**config.mk**
```make
export PLATFORM = sky130hd
export DESIGN_NAME = nv_host_ctrl
export DESIGN_NICKNAME = d
export VERILOG_FILES = /design/src/include/nv_host_pkg.sv /design/src/core/nv_down_counter.sv /design/src/core/nv_host_ctrl.sv
export SDC_FILE = /design/constraint.sdc
export NUM_CORES = 1
export LEC_CHECK = 0
export BUFFER_PORTS_ARGS = -buffer_cell sky130_fd_sc_hd__buf_2
export CORE_MARGIN = 2
export CORE_UTILIZATION = 35
export CTS_BUF_LIST = sky130_fd_sc_hd__clkbuf_8
export CTS_CLUSTER_DIAMETER = 40
export CTS_CLUSTER_SIZE = 16
export DETAILED_ROUTE_END_ITERATION = 16
export SLEW_MARGIN = 20
export SYNTH_ARGS = -nofsm -noshare
export SYNTH_HDL_FRONTEND = slang
export SYNTH_HIERARCHICAL = 1
export SYNTH_SLANG_ARGS = --single-unit
```
**constraint.sdc**
```tcl
create_clock -name clk_i -period 6.6 [get_ports clk_i]
set_input_delay 1.32 -clock clk_i [delete_from_list [all_inputs] [get_ports clk_i]]
set_output_delay 1.32 -clock clk_i [all_outputs]
set_load 0.01 [all_outputs]
```
**src/include/nv_host_pkg.sv**
```systemverilog
/*
  Constants shared by the host controller of a nonvolatile static RAM:
  command sequence addresses, timing figures and derived cycle counts.
  Assumes a 100 MHz host clock.
*/
package nv_host_pkg;
  localparam int CLK_PERIOD_PS = 10000;
  localparam int ADDR_W = 17;
  localparam int DATA_W = 8;
  localparam int CMP_W = 16;
  localparam logic [16:0] SEQ_ADDR0 = 17'h04e38;
  localparam logic [16:0] SEQ_ADDR1 = 17'h0b1c7;
  localparam logic [16:0] SEQ_ADDR2 = 17'h083e0;
  localparam logic [16:0] SEQ_ADDR3 = 17'h07c1f;
  localparam logic [16:0] SEQ_ADDR4 = 17'h0703f;
  localparam logic [16:0] CMD_STORE = 17'h08fc0;
  localparam logic [16:0] CMD_RECALL = 17'h04c63;
  localparam logic [16:0] CMD_AUTO_OFF = 17'h08b45;
  localparam logic [16:0] CMD_AUTO_ON = 17'h04b46;
  localparam logic [1:0] OP_STORE = 2'h0;
  localparam logic [1:0] OP_RECALL = 2'h1;
  localparam logic [1:0] OP_AUTO_OFF = 2'h2;
  localparam logic [1:0] OP_AUTO_ON = 2'h3;
  // Read cycle time of the slowest speed grade, in ns.
  localparam int READ_CYCLE_NS = 45;
  localparam int STROBE_LOW_NS = 30;
  localparam int STORE_PULSE_NS = 15;
  localparam int SEQ_PROC_US = 70;
  localparam int HW_DELAY_US = 70;
  localparam int STORE_MAX_MS = 15;
  localparam int RECALL_MAX_US = 50;
  // Least times round up, waits for the device use plain division and round down.
  localparam int READ_CYCLES = (READ_CYCLE_NS * 1000 + CLK_PERIOD_PS - 1) / CLK_PERIOD_PS;
  localparam int STROBE_CYCLES = (STROBE_LOW_NS * 1000 + CLK_PERIOD_PS - 1) / CLK_PERIOD_PS;
  localparam int PULSE_CYCLES = (STORE_PULSE_NS * 1000 + CLK_PERIOD_PS - 1) / CLK_PERIOD_PS;
  localparam int SEQ_PROC_CYCLES = SEQ_PROC_US * 1000000 / CLK_PERIOD_PS;
  localparam int HW_DELAY_CYCLES = HW_DELAY_US * 1000000 / CLK_PERIOD_PS;
  // Divide first: milliseconds times picoseconds does not fit in a 32-bit int.
  localparam int STORE_CYCLES = STORE_MAX_MS * (1000000000 / CLK_PERIOD_PS);
  localparam int RECALL_CYCLES = RECALL_MAX_US * 1000000 / CLK_PERIOD_PS;
  localparam int TIMER_W = 24;
endpackage

```
**src/core/nv_down_counter.sv**
```systemverilog
/*
  Loadable down counter with a done flag, used for the long host-side waits.
  Assumes the same clock and synchronous reset as the controller.
*/
`timescale 1ns/1ps
module nv_down_counter #(
  parameter int W = 24
) (
  input wire logic clk_i,
  input wire logic rst_i,
  input wire logic load_i,
  input wire logic [W-1:0] value_i,
  output logic done_o
);
  logic [W-1:0] count_r;

  always_ff @(posedge clk_i) begin
    if (rst_i) begin
      count_r <= '0;
    end else if (load_i) begin
      count_r <= value_i;
    end else if (count_r != '0) begin
      count_r <= count_r - W'(1);
    end
  end

  always_ff @(posedge clk_i) begin
    if (rst_i) begin
      done_o <= 1'b1;
    end else begin
      done_o <= !load_i && (count_r <= W'(1));
    end
  end
endmodule

```
**src/core/nv_host_ctrl.sv**
```systemverilog
/*
  Host controller for a nonvolatile static RAM: plain byte reads and writes,
  six-read command sequences, and hardware store requests on the busy pin.
  Assumes the memory strobes are wired straight to the ports and that the
  busy pin has an external pull-up.
*/
`timescale 1ns/1ps
module nv_host_ctrl #(
  parameter int STORE_WAIT = nv_host_pkg::STORE_CYCLES,
  parameter int HW_DELAY_WAIT = nv_host_pkg::HW_DELAY_CYCLES,
  parameter int SEQ_PROC_WAIT = nv_host_pkg::SEQ_PROC_CYCLES,
  parameter int RECALL_WAIT = nv_host_pkg::RECALL_CYCLES
) (
  input wire logic clk_i,
  input wire logic rst_i,
  input wire logic req_valid_i,
  input wire logic req_write_i,
  input wire logic [16:0] req_addr_i,
  input wire logic [7:0] req_wdata_i,
  input wire logic cmd_valid_i,
  input wire logic [1:0] cmd_op_i,
  input wire logic hw_store_i,
  output logic ready_o,
  output logic done_o,
  output logic [7:0] rdata_o,
  output logic mem_ce_n_o,
  output logic mem_oe_n_o,
  output logic mem_we_n_o,
  output logic [16:0] mem_addr_o,
  output logic [7:0] data_io_o,
  output logic data_io_oe_o,
  input wire logic [7:0] data_io_i,
  output logic hw_store_req_busy_n_o,
  output logic hw_store_req_busy_n_oe_o,
  input wire logic hw_store_req_busy_n_i,
  output logic busy_seen_o
);
  typedef enum {
    ST_IDLE, ST_SETUP, ST_STROBE, ST_GAP, ST_NEXT, ST_HW_PULSE, ST_WAIT
  } state_e;

  state_e state_r;
  logic [2:0] step_r;
  logic seq_r;
  logic write_r;
  logic [1:0] op_r;
  logic [nv_host_pkg::TIMER_W-1:0] short_r;
  logic busy_m_r;
  logic busy_s_r;
  logic [7:0] data_m_r;
  logic [7:0] data_s_r;
  logic tmr_load;
  logic [nv_host_pkg::TIMER_W-1:0] tmr_value;
  logic tmr_done;

  // ----------------------------------------------------------------
  // Pin synchronisers
  // ----------------------------------------------------------------
  always_ff @(posedge clk_i) begin
    if (rst_i) begin
      busy_m_r <= 1'b1;
      busy_s_r <= 1'b1;
      data_m_r <= 8'h00;
      data_s_r <= 8'h00;
    end else begin
      busy_m_r <= hw_store_req_busy_n_i;
      busy_s_r <= busy_m_r;
      data_m_r <= data_io_i;
      data_s_r <= data_m_r;
    end
  end

  always_ff @(posedge clk_i) begin
    if (rst_i) begin
      busy_seen_o <= 1'b0;
    end else begin
      busy_seen_o <= !busy_s_r;
    end
  end

  // ----------------------------------------------------------------
  // Long waits
  // ----------------------------------------------------------------
  nv_down_counter #(
    .W(nv_host_pkg::TIMER_W)
  ) u_timer (
    .clk_i(clk_i),
    .rst_i(rst_i),
    .load_i(tmr_load),
    .value_i(tmr_value),
    .done_o(tmr_done)
  );

  function automatic logic [16:0] seq_addr(input logic [2:0] step, input logic [1:0] op);
    logic [16:0] a;
    a = nv_host_pkg::SEQ_ADDR0;
    case (step)
      3'h0: a = nv_host_pkg::SEQ_ADDR0;
      3'h1: a = nv_host_pkg::SEQ_ADDR1;
      3'h2: a = nv_host_pkg::SEQ_ADDR2;
      3'h3: a = nv_host_pkg::SEQ_ADDR3;
      3'h4: a = nv_host_pkg::SEQ_ADDR4;
      default: begin
        case (op)
          nv_host_pkg::OP_STORE: a = nv_host_pkg::CMD_STORE;
          nv_host_pkg::OP_RECALL: a = nv_host_pkg::CMD_RECALL;
          nv_host_pkg::OP_AUTO_OFF: a = nv_host_pkg::CMD_AUTO_OFF;
          default: a = nv_host_pkg::CMD_AUTO_ON;
        endcase
      end
    endcase
    return a;
  endfunction

  function automatic logic [nv_host_pkg::TIMER_W-1:0] op_wait(input logic [1:0] op);
    logic [nv_host_pkg::TIMER_W-1:0] w;
    // Mode commands only need the processing time; store and recall add lockout.
    w = nv_host_pkg::TIMER_W'(SEQ_PROC_WAIT);
    case (op)
      nv_host_pkg::OP_STORE: w = nv_host_pkg::TIMER_W'(SEQ_PROC_WAIT + STORE_WAIT);
      nv_host_pkg::OP_RECALL: w = nv_host_pkg::TIMER_W'(SEQ_PROC_WAIT + RECALL_WAIT);
      default: w = nv_host_pkg::TIMER_W'(SEQ_PROC_WAIT);
    endcase
    return w;
  endfunction

  // ----------------------------------------------------------------
  // Timer control
  // ----------------------------------------------------------------
  always_comb begin
    tmr_load = 1'b0;
    tmr_value = '0;
    if (state_r == ST_NEXT && seq_r && step_r == 3'h5) begin
      tmr_load = 1'b1;
      tmr_value = op_wait(op_r);
    end else if (state_r == ST_HW_PULSE && short_r == '0) begin
      // Grace delay plus a full store; the device may skip the store, the host cannot tell.
      tmr_load = 1'b1;
      tmr_value = nv_host_pkg::TIMER_W'(HW_DELAY_WAIT + STORE_WAIT);
    end
  end

  // ----------------------------------------------------------------
  // Sequencer
  // ----------------------------------------------------------------
  always_ff @(posedge clk_i) begin
    if (rst_i) begin
      state_r <= ST_IDLE;
      step_r <= 3'h0;
      seq_r <= 1'b0;
      write_r <= 1'b0;
      op_r <= nv_host_pkg::OP_STORE;
      short_r <= '0;
      ready_o <= 1'b0;
      done_o <= 1'b0;
      rdata_o <= 8'h00;
      mem_ce_n_o <= 1'b1;
      mem_oe_n_o <= 1'b1;
      mem_we_n_o <= 1'b1;
      mem_addr_o <= 17'h00000;
      data_io_o <= 8'h00;
      data_io_oe_o <= 1'b0;
      hw_store_req_busy_n_o <= 1'b1;
      hw_store_req_busy_n_oe_o <= 1'b0;
    end else begin
      done_o <= 1'b0;
      case (state_r)
        ST_IDLE: begin
          ready_o <= busy_s_r;
          // A low busy pin blocks new accesses until it rises again.
          if (busy_s_r && ready_o) begin
            if (hw_store_i) begin
              ready_o <= 1'b0;
              hw_store_req_busy_n_o <= 1'b0;
              hw_store_req_busy_n_oe_o <= 1'b1;
              short_r <= nv_host_pkg::TIMER_W'(nv_host_pkg::PULSE_CYCLES);
              state_r <= ST_HW_PULSE;
            end else if (cmd_valid_i) begin
              ready_o <= 1'b0;
              seq_r <= 1'b1;
              write_r <= 1'b0;
              op_r <= cmd_op_i;
              step_r <= 3'h0;
              mem_addr_o <= seq_addr(3'h0, cmd_op_i);
              state_r <= ST_SETUP;
            end else if (req_valid_i) begin
              ready_o <= 1'b0;
              seq_r <= 1'b0;
              write_r <= req_write_i;
              mem_addr_o <= req_addr_i;
              data_io_o <= req_wdata_i;
              data_io_oe_o <= req_write_i;
              state_r <= ST_SETUP;
            end
          end
        end
        ST_SETUP: begin
          // Address is stable one cycle before the strobes fall.
          mem_ce_n_o <= 1'b0;
          mem_oe_n_o <= write_r;
          mem_we_n_o <= !write_r;
          short_r <= nv_host_pkg::TIMER_W'(nv_host_pkg::STROBE_CYCLES);
          state_r <= ST_STROBE;
        end
        ST_STROBE: begin
          if (short_r == '0) begin
            rdata_o <= data_s_r;
            mem_ce_n_o <= 1'b1;
            mem_oe_n_o <= 1'b1;
            mem_we_n_o <= 1'b1;
            short_r <= nv_host_pkg::TIMER_W'(nv_host_pkg::READ_CYCLES - nv_host_pkg::STROBE_CYCLES);
            state_r <= ST_GAP;
          end else begin
            short_r <= short_r - nv_host_pkg::TIMER_W'(1);
          end
        end
        ST_GAP: begin
          data_io_oe_o <= 1'b0;
          if (short_r == '0) begin
            state_r <= ST_NEXT;
          end else begin
            short_r <= short_r - nv_host_pkg::TIMER_W'(1);
          end
        end
        ST_NEXT: begin
          if (seq_r && step_r != 3'h5) begin
            // Each read of the sequence is a full read cycle apart.
            step_r <= step_r + 3'h1;
            mem_addr_o <= seq_addr(step_r + 3'h1, op_r);
            state_r <= ST_SETUP;
          end else if (seq_r) begin
            state_r <= ST_WAIT;
          end else begin
            done_o <= 1'b1;
            state_r <= ST_IDLE;
          end
        end
        ST_HW_PULSE: begin
          if (short_r == '0) begin
            hw_store_req_busy_n_o <= 1'b1;
            hw_store_req_busy_n_oe_o <= 1'b0;
            state_r <= ST_WAIT;
          end else begin
            short_r <= short_r - nv_host_pkg::TIMER_W'(1);
          end
        end
        ST_WAIT: begin
          // The host waits the full worst-case time, since a skipped store cannot be told apart.
          if (tmr_done) begin
            seq_r <= 1'b0;
            done_o <= 1'b1;
            state_r <= ST_IDLE;
          end
        end
        default: begin
          state_r <= ST_IDLE;
        end
      endcase
    end
  end
endmodule

```
# ---- Yosys cells after proc, flatten, opt, wreduce, memory -nomap -nowiden
# Index checks and enable logic that the tools add are counted.
dict set report word_totals {
  regBits 148
  input_bits 42
  elab_cells 162
}
dict set report op_classes {
  add_sub_neg 3
  order_cmp 1
  n_eq_ne 30
  mux 67
  bitwise 2
  n_reduce_logical 35
}
# cell n
set op_table {}
lappend op_table {{32-bit 2-to-1 mux} 8}
lappend op_table {{32-bit case mux with 7 select lines} 1}
lappend op_table {{24-bit 2-to-1 mux} 7}
lappend op_table {{32-bit by 3-bit == test with 1-bit output, second input constant} 3}
lappend op_table {{24-bit case mux with 4 select lines} 1}
lappend op_table {{17-bit 2-to-1 mux} 5}
lappend op_table {{16-bit case mux with 5 select lines} 1}
lappend op_table {{32-bit by 2-bit == test with 1-bit output, second input constant} 2}
lappend op_table {{32-bit by 4-bit == test with 1-bit output, second input constant} 2}
lappend op_table {{16-bit case mux with 3 select lines} 1}
lappend op_table {{24-bit by 1-bit subtractor with 24-bit output, second input constant} 2}
lappend op_table {{21-bit case mux with 2 select lines} 1}
lappend op_table {{17-bit case mux with 2 select lines} 1}
lappend op_table {{32-bit by 1-bit == test with 1-bit output, second input constant} 1}
lappend op_table {{32-bit zero test} 1}
lappend op_table {{1-bit 2-to-1 mux} 25}
lappend op_table {{5-bit AND reduction} 5}
lappend op_table {{24-bit by 1-bit less-or-equal comparator with 1-bit output, second input constant} 1}
lappend op_table {{24-bit zero test} 1}
lappend op_table {{24-bit nonzero test} 1}
lappend op_table {{2-bit inequality test, second input constant} 11}
lappend op_table {{21-bit 2-to-1 mux} 1}
lappend op_table {{3-bit 2-to-1 mux} 6}
lappend op_table {{1-bit case mux with 2 select lines} 8}
lappend op_table {{other kinds (21)} 42}

# ---- Longest topological paths before layout
# Gate-level depths: netlist of the first run.
dict set report logic_depth {
  depth_word 6
  mapped_depth 13
  ltp_nobuf 12
}

# ---- Modules after synthesis
# The synthesis of the first run kept the hierarchy.
# mod n_inst cells_each area_each_um2 seq_area_each_um2
set by_module_without_submodules {}
lappend by_module_without_submodules {nv_host_ctrl 1 526 4486.8 1881.8}
lappend by_module_without_submodules {nv_down_counter 1 176 1472.7 500.5}

# ---- Worst setup path after synthesis of the first run
# No wires, ideal clock.
dict set report synth_timing {
  kind {reg-to-reg}
  start {register short_r[0] (netlist bit)}
  end {register u_timer.count_r[15]}
  setup_ns 0.070
  arrival_time_ns 3.201
  t_required_ns 6.530
  path_slack_ns 3.329
  path_stages_with_launch 14
  n_path_buf 1
  cell_sequence {dfxtp_1 -> inv_1 -> ha_1 -> or4b_2 -> or3_1 -> nor2_1 -> a21oi_1 -> inv_1 -> nor4_1 -> and4_1 -> and4_1 -> buf_2 -> or4_1 -> a21oi_1}
}
dict set report synth_between {
  elab_chain_cells 5
  word_cells_on_any_way 8
}
# element line
set synth_rtl {}
lappend synth_rtl {{start, declared} nv_host_ctrl.sv:47} ;# logic [nv_host_pkg::TIMER_W-1:0] short_r;
lappend synth_rtl {{start signal, assigned} nv_host_ctrl.sv:176} ;# short_r <= nv_host_pkg::TIMER_W'(nv_host_pkg::PULSE_CYCLES);
lappend synth_rtl {{start signal, assigned} nv_host_ctrl.sv:202} ;# short_r <= nv_host_pkg::TIMER_W'(nv_host_pkg::STROBE_CYCLES);
lappend synth_rtl {{start signal, assigned} nv_host_ctrl.sv:211} ;# short_r <= nv_host_pkg::TIMER_W'(nv_host_pkg::READ_CYCLES - nv_host_pkg::STROBE_CYCLES);
lappend synth_rtl {{24-bit zero test (*)} nv_host_ctrl.sv:136} ;# end else if (state_r == ST_HW_PULSE && short_r == '0) begin
lappend synth_rtl {{1-bit logical AND (*)} nv_host_ctrl.sv:136}
lappend synth_rtl {{1-bit 2-to-1 mux (*)} nv_host_ctrl.sv:136}
lappend synth_rtl {{1-bit 2-to-1 mux (*)} nv_host_ctrl.sv:133} ;# if (state_r == ST_NEXT && seq_r && step_r == 3'h5) begin
lappend synth_rtl {{net tmr_load} nv_host_ctrl.sv:52} ;# logic tmr_load;
lappend synth_rtl {{24-bit 2-to-1 mux or 2-bit nonzero test (tied branches)} n/a}
lappend synth_rtl {{end signal, assigned} nv_down_counter.sv:21} ;# count_r <= value_i;
lappend synth_rtl {{end signal, assigned} nv_down_counter.sv:23} ;# count_r <= count_r - W'(1);
lappend synth_rtl {{end, declared} nv_down_counter.sv:15} ;# logic [W-1:0] count_r;
# The timed path passes the listed nets; every way through them passes the cells marked *.
# A chain may end at the register's enable or synchronous reset.

# ---- Worst setup path after layout of the first run
# Same ends and word-level chain as after synthesis.

==> results.yml, run 1 <==
status:
  outcome: "finished, final reports clean"
sta:
  clock_skew_ns: 0.00883
  final_max_slew_viol_count: 0
  rsz0062_at_grt: "no"
  tns_ns: 0
  min_period_ns: 4.10
  relSlewSlack_pct: 31.1
  fmax_ghz: 0.244
  hold_violations: 0
  finalCritPeriodShare_pct: 62.1
  hold_ws_ns: 0.411
  worstMarginPinSlew_ns: 1.03
  setup-violations-final: 0
logic_synthesis:
  synth_flop_cell: "dfxtp_1"
  netlist_area_mm2: 0.00596
  yosysUniqueCellTypes: 69
  yosysMostFrequentCell: "dfxtp_1"
  yosysWarnings: 6
  ys_top_cells_by_count: "dfxtp_1, nor2_1, a21oi_1, nand2_1, clkbuf_1"
  synth_area_leaders: "dfxtp_1, nor2_1, a21oi_1, mux2i_1, nand2_1"
  synth_edf_count: 0
  synth_top_area_share_pct: 40.0
  postSynthAreaPerCell_um2: 8.49
  ys_ff_latch: 119
  syn_inst: 702
  yosysTopAreaCell: "dfxtp_1"
  async_reset_ff_share_pct: 0
  seq_area_frac_synth_pct: 40.0
placed_design:
  place_hpwl_mm: 10.4
  place.gp.congestion: 0.809
  placed_cell_area_mm2: 0.00654
  portBuffers: 83
setup_path:
  worstSetupPathType: "flip-flop to flip-flop"
  cp_slowest_cell: "or4b_2"
  crit_path_end_kind: "flip-flop"
  cp-start-kind: "flip-flop"
  crit_required_ns: 6.98
  crit_path_max_fanout: 24
  cp_cell_sequence: "inv_1 > ha_1 > or4b_2 > or3_1 > nor2_1 > a21oi_1 > inv_1 > nor4_1 > and4_1 > and4_1 > or4_1 > a21oi_1"
  slowest_delay_ns: 0.64
  path_buf_inv: 2
  crit_arrival_ns: 4.48
  critical_path.top_delay_family: "simple AND/OR/NAND/NOR gates"
routing:
  wirelength_mm: 15.3
  drcViolationCount: 0
  vias: 5360
  wire_per_inst_um: 15.1
  ant_nets: 0
  first_iter_violations: 326
  via_per_inst: 5.31
  dr.pass1.iters: 5
cells_and_area:
  drive_gt1_share_pct: 18.5
  design_area_mm2: 0.00694
  area_growth_pct: 16.5
  fillers: 1661
  finish.net_count: 835
  n_antenna_cell: 0
global_routing:
  grt.total_usage_pct: 17.1
  grt_pass1_vias: 4947
  grt_max_degree: 53
  grt_pass1_wl_mm: 24.7
  antenna_found_initial: 0
  grt-ovfl-total: 0
floorplanning:
  die_w_um: 134
  boundaryPins: 84
  die_y_um: 134
  core_area_mm2: 0.0166
  start_util_pct: 35.8
  core.rowCount: 47
  dieArea_mm2: 0.0181
job:
  maxCapViolations: 0
clock_network:
  cts_sinks: 119
  htreeDepth: 4
  cts_resized: 0
  tritoncts: "yes"
  path_clk_slew_ns: 0.07
  cts_buffer_depth: 2
  postCtsSetupBuffers: 0
  clk-insertion-delay-late_ns: 0.45
  cts_buffers: 17
  clockRootBuffer: "clkbuf_8"
  cts_hold_buf: 0
pwr:
  p_leak_nw: 2.79
  total_power_w: 0.00354
  p_per_area_mw_per_mm2: 510
  ir_drop_uv: 254
min_path:
  hold_class: "flip-flop to flip-flop"
==> stage by stage <==
| step | std cells | util (%) | worst slack [ns] |
|---|---|---|---|
| after floorplan | 709 | - | 3.33 |
| after global placement | 978 | 39.3 | 2.69 |
| after detailed placement | 978 | 39.3 | 2.57 |
| after CTS | 1010 | 41.7 | 2.52 |
| after global routing | 1010 | 41.7 | 2.23 |
| final | 1010 | 41.7 | 2.50 |
==> worst reg2reg max path, delay by kind of cell, from the launching register on <==
kind	cells	cell delay [ns]
AND/OR/NAND/NOR	7	2.51
buffers and inverters	2	0.66
flip-flops	1	0.36
AO/OA/AOI/OAI	2	0.35
adder cells (fa/ha/maj)	1	0.15
==> layer usage <==
layer	vias to the layer above	GRT usage, %	share of wire, %
met4	0	5.67	1.6
met1	2469	21.9	47
met3	26	4.73	5.5
met5	-	0	0
met2	149	27.8	45
li1	2716	-	-
==> cells by family after synthesis <==
| logic type | count (synthesis) | share of synthesized area [%] |
|---|---|---|
| flip-flops | 119 | 40.0 |
| XOR/XNOR | 14 | 2.06 |
| other | 1 | 0.0629 |
| adder cells (fa/ha/maj) | 16 | 3.36 |
| AO/OA/AOI/OAI | 171 | 19.3 |
| AND/OR/NAND/NOR | 295 | 26.5 |
| buffers and inverters | 61 | 4.51 |
| multiplexers | 25 | 4.24 |
==> registers in the layout, summed over array words and instances, names as in the netlist, 2 cells and up <==
signal	flops
data_m_r	8
data_io_o	8
state_r	3
rdata_o	8
mem_addr_o	17
data_s_r	8
u_timer/count_r	24
op_r	2
short_r	24
step_r	3
==> path summary, 6_finish.rpt <==
kind | start | end | slack, ns | depth (start not counted)
setup / recovery | short_r[0] | u_timer/count_r[15] | 2.50 | 12
hold / removal | busy_m_r | busy_s_r | 0.41 | 1
setup reg to reg | short_r[0] | u_timer/count_r[15] | 2.50 | 12
hold reg to reg | busy_m_r | busy_s_r | 0.41 | 1
==> cell type report <==
class                           count  area (um2)  area share, %
Clock buffer                       17         234           3.37
Clock inverter                     15         165           2.38
Inverter                           20        75.1           1.08
Multi-Input combinational cell    529        3340           48.1
Sequential cell                   119        2380           34.3
Tap cell                          220         275           3.97
Timing Repair Buffer               90         470           6.78
==> where the power goes <==
part | total, W | internal [W] | switching (W)
registers | 0.00107 | 0.000891 | 0.000183
clock network | 0.000679 | 0.000368 | 0.000312
logic | 0.00179 | 0.000679 | 0.00111
==> layout by cell type, fill, tap and decap left out, drive strengths merged, types with 6 or more instances in the layout <==
master | netlist | final
conb | 1 | 8
a311oi | 11 | 11
xnor2 | 12 | 12
a21oi | 54 | 54
mux2i | 23 | 23
or4 | 21 | 21
o31ai | 12 | 12
or3 | 9 | 9
inv | 19 | 22
dfxtp | 119 | 119
nand4 | 9 | 9
nand3 | 16 | 16
o21ai | 23 | 23
ha | 16 | 16
nor2b | 17 | 17
clkbuf | 29 | 17
o211ai | 6 | 6
nand2b | 14 | 14
clkinv | 1 | 7
nor2 | 83 | 83
nor3 | 27 | 27
buf | 12 | 90
nand2 | 55 | 55
nor4 | 15 | 15
a211oi | 23 | 23
Note: power is estimated with default switching activity, not from simulation.
==> run 2, diff against run 1 <==
Clock period 6.6 ns to 4.08 ns, I/O delays scaled along.
==> run 2 against run 1 <==
- power increased by 56%
- die area is the same
- combinational power increased by 49%
==> results.yml, run 2 (same netlist as run 1, synthesis figures left out) <==
sta:
  worstMarginPinSlew_ns: 0.962
  relSlewSlack_pct: 35.6
  fmax_ghz: 0.295
  clock_skew_ns: 0.0108
  min_period_ns: 3.39
  hold_violations: 0
  setup-violations-final: 0
  final_max_slew_viol_count: 0
  tns_ns: 0
  rsz0062_at_grt: "no"
  finalCritPeriodShare_pct: 83.0
global_routing:
  grt.total_usage_pct: 17.0
  grt-ovfl-total: 0
  grt_max_degree: 69
  grt_pass1_vias: 4852
  antenna_found_initial: 0
  grt_pass1_wl_mm: 24.8
cells_and_area:
  layout_commonest_cell: "dfxtp_1"
  reg_top3: "short_r (24), u_timer/count_r (24), mem_addr_o (17)"
  n_antenna_cell: 0
  final_cell_mix: "dfxtp_1, nor2_1, buf_2"
  area_growth_pct: 17.7
  finish.net_count: 841
  drive_gt1_share_pct: 19.5
pwr:
  p_per_area_mw_per_mm2: 787
  p_leak_nw: 2.82
  total_power_w: 0.00552
  ir_drop_uv: 397
job:
  maxCapViolations: 0
routing:
  drcViolationCount: 0
  met2_length_mm: 6.93
  wl_met3_um: 801
  first_iter_violations: 384
  top_layer_used: "met4"
  via_per_inst: 5.31
  vias: 5395
  wirelength_mm: 15.1
  ant_nets: 0
  wl_met1_mm: 7.21
  dr.pass1.iters: 5
  wire_per_inst_um: 14.9
min_path:
  hold_class: "flip-flop to flip-flop"
setup_path:
  cp-start-kind: "flip-flop"
  ff2ff_setup_slack_ns: 0.69
  crit_path_end_kind: "flip-flop"
  crit_path_max_fanout: 8
  crit_arrival_ns: 3.76
  crit_required_ns: 4.46
  worstSetupPathType: "flip-flop to flip-flop"
status:
  outcome: "finished, final reports clean"
floorplanning:
  core_area_mm2: 0.0166
  dieArea_mm2: 0.0181
  start_util_pct: 35.8
  boundaryPins: 84
  die_y_um: 134
  core.rowCount: 47
  die_w_um: 134
clock_network:
  cts_sinks: 119
  cts_buffer_depth: 2
  path_clk_slew_ns: 0.08
  htreeDepth: 4
  cts_buffers: 17
  cts_resized: 0
  tritoncts: "yes"
  clk-insertion-delay-late_ns: 0.45
  clockRootBuffer: "clkbuf_8"
  postCtsSetupBuffers: 0
  cts_hold_buf: 0
placed_design:
  place_hpwl_mm: 10.5
  portBuffers: 83
  place.gp.congestion: 0.857
==> run 2: metrics by stage <==
| step | instance area [um2] | std cells | hold WS (ns) | util [%] | setup slack [ns] |
|---|---|---|---|---|---|
| after floorplan | 5990 | 709 | 0.389 | - | 0.809 |
| after global placement | 6590 | 984 | 0.394 | 39.6 | 0.822 |
| after detailed placement | 6590 | 984 | 0.397 | 39.6 | 0.757 |
| after CTS | 7010 | 1016 | 0.417 | 42.1 | 0.725 |
| after global routing | 7010 | 1016 | 0.427 | 42.1 | 0.507 |
| final | 7010 | 1016 | 0.416 | 42.1 | 0.694 |
==> run 2: path summary, 6_finish.rpt <==
path,start,to,cells after the start
hold reg to reg,busy_m_r,busy_s_r,1
setup reg to reg,short_r[0],u_timer/count_r[15],12
setup / recovery,short_r[0],u_timer/count_r[15],12
hold / removal,busy_m_r,busy_s_r,1
==> run 2: report_power, final <==
group	total [W]	internal (W)	switching (W)	leakage, nW
combinational	0.00266	0.00105	0.00162	1.64
clock	0.00117	0.000620	0.000553	0.210
sequential	0.00168	0.00142	0.000265	0.971
==> run 2: layout make-up <==
type                       instances  area, um2
inverter                          20       75.1
fill                            1661       9630
timing repair buffer              96        515
tap                              220        275
multi-input combinational        529       3340
sequential                       119       2380
clock inverter                    15        191
clock buffer                      17        234
==> run 2: critical path, cell delays in order, from the launching register on <==
cell,delay [ns]
dfxtp_1,0.35
inv_1,0.12
ha_1,0.14
or4b_2,0.63
or3_1,0.40
nor2_1,0.17
a21oi_1,0.15
inv_1,0.10
nor4_1,0.05
and4_1,0.21
and4_1,0.32
or4_1,0.50
a21oi_1,0.15
==> run 2: routing by layer <==
| layer | vias up | global-route usage (%) |
|---|---|---|
| li1 | 2727 | - |
| met1 | 2511 | 22.6 |
| met2 | 138 | 27.0 |
| met3 | 19 | 4.58 |
| met4 | 0 | 5.03 |
| met5 | - | 0 |
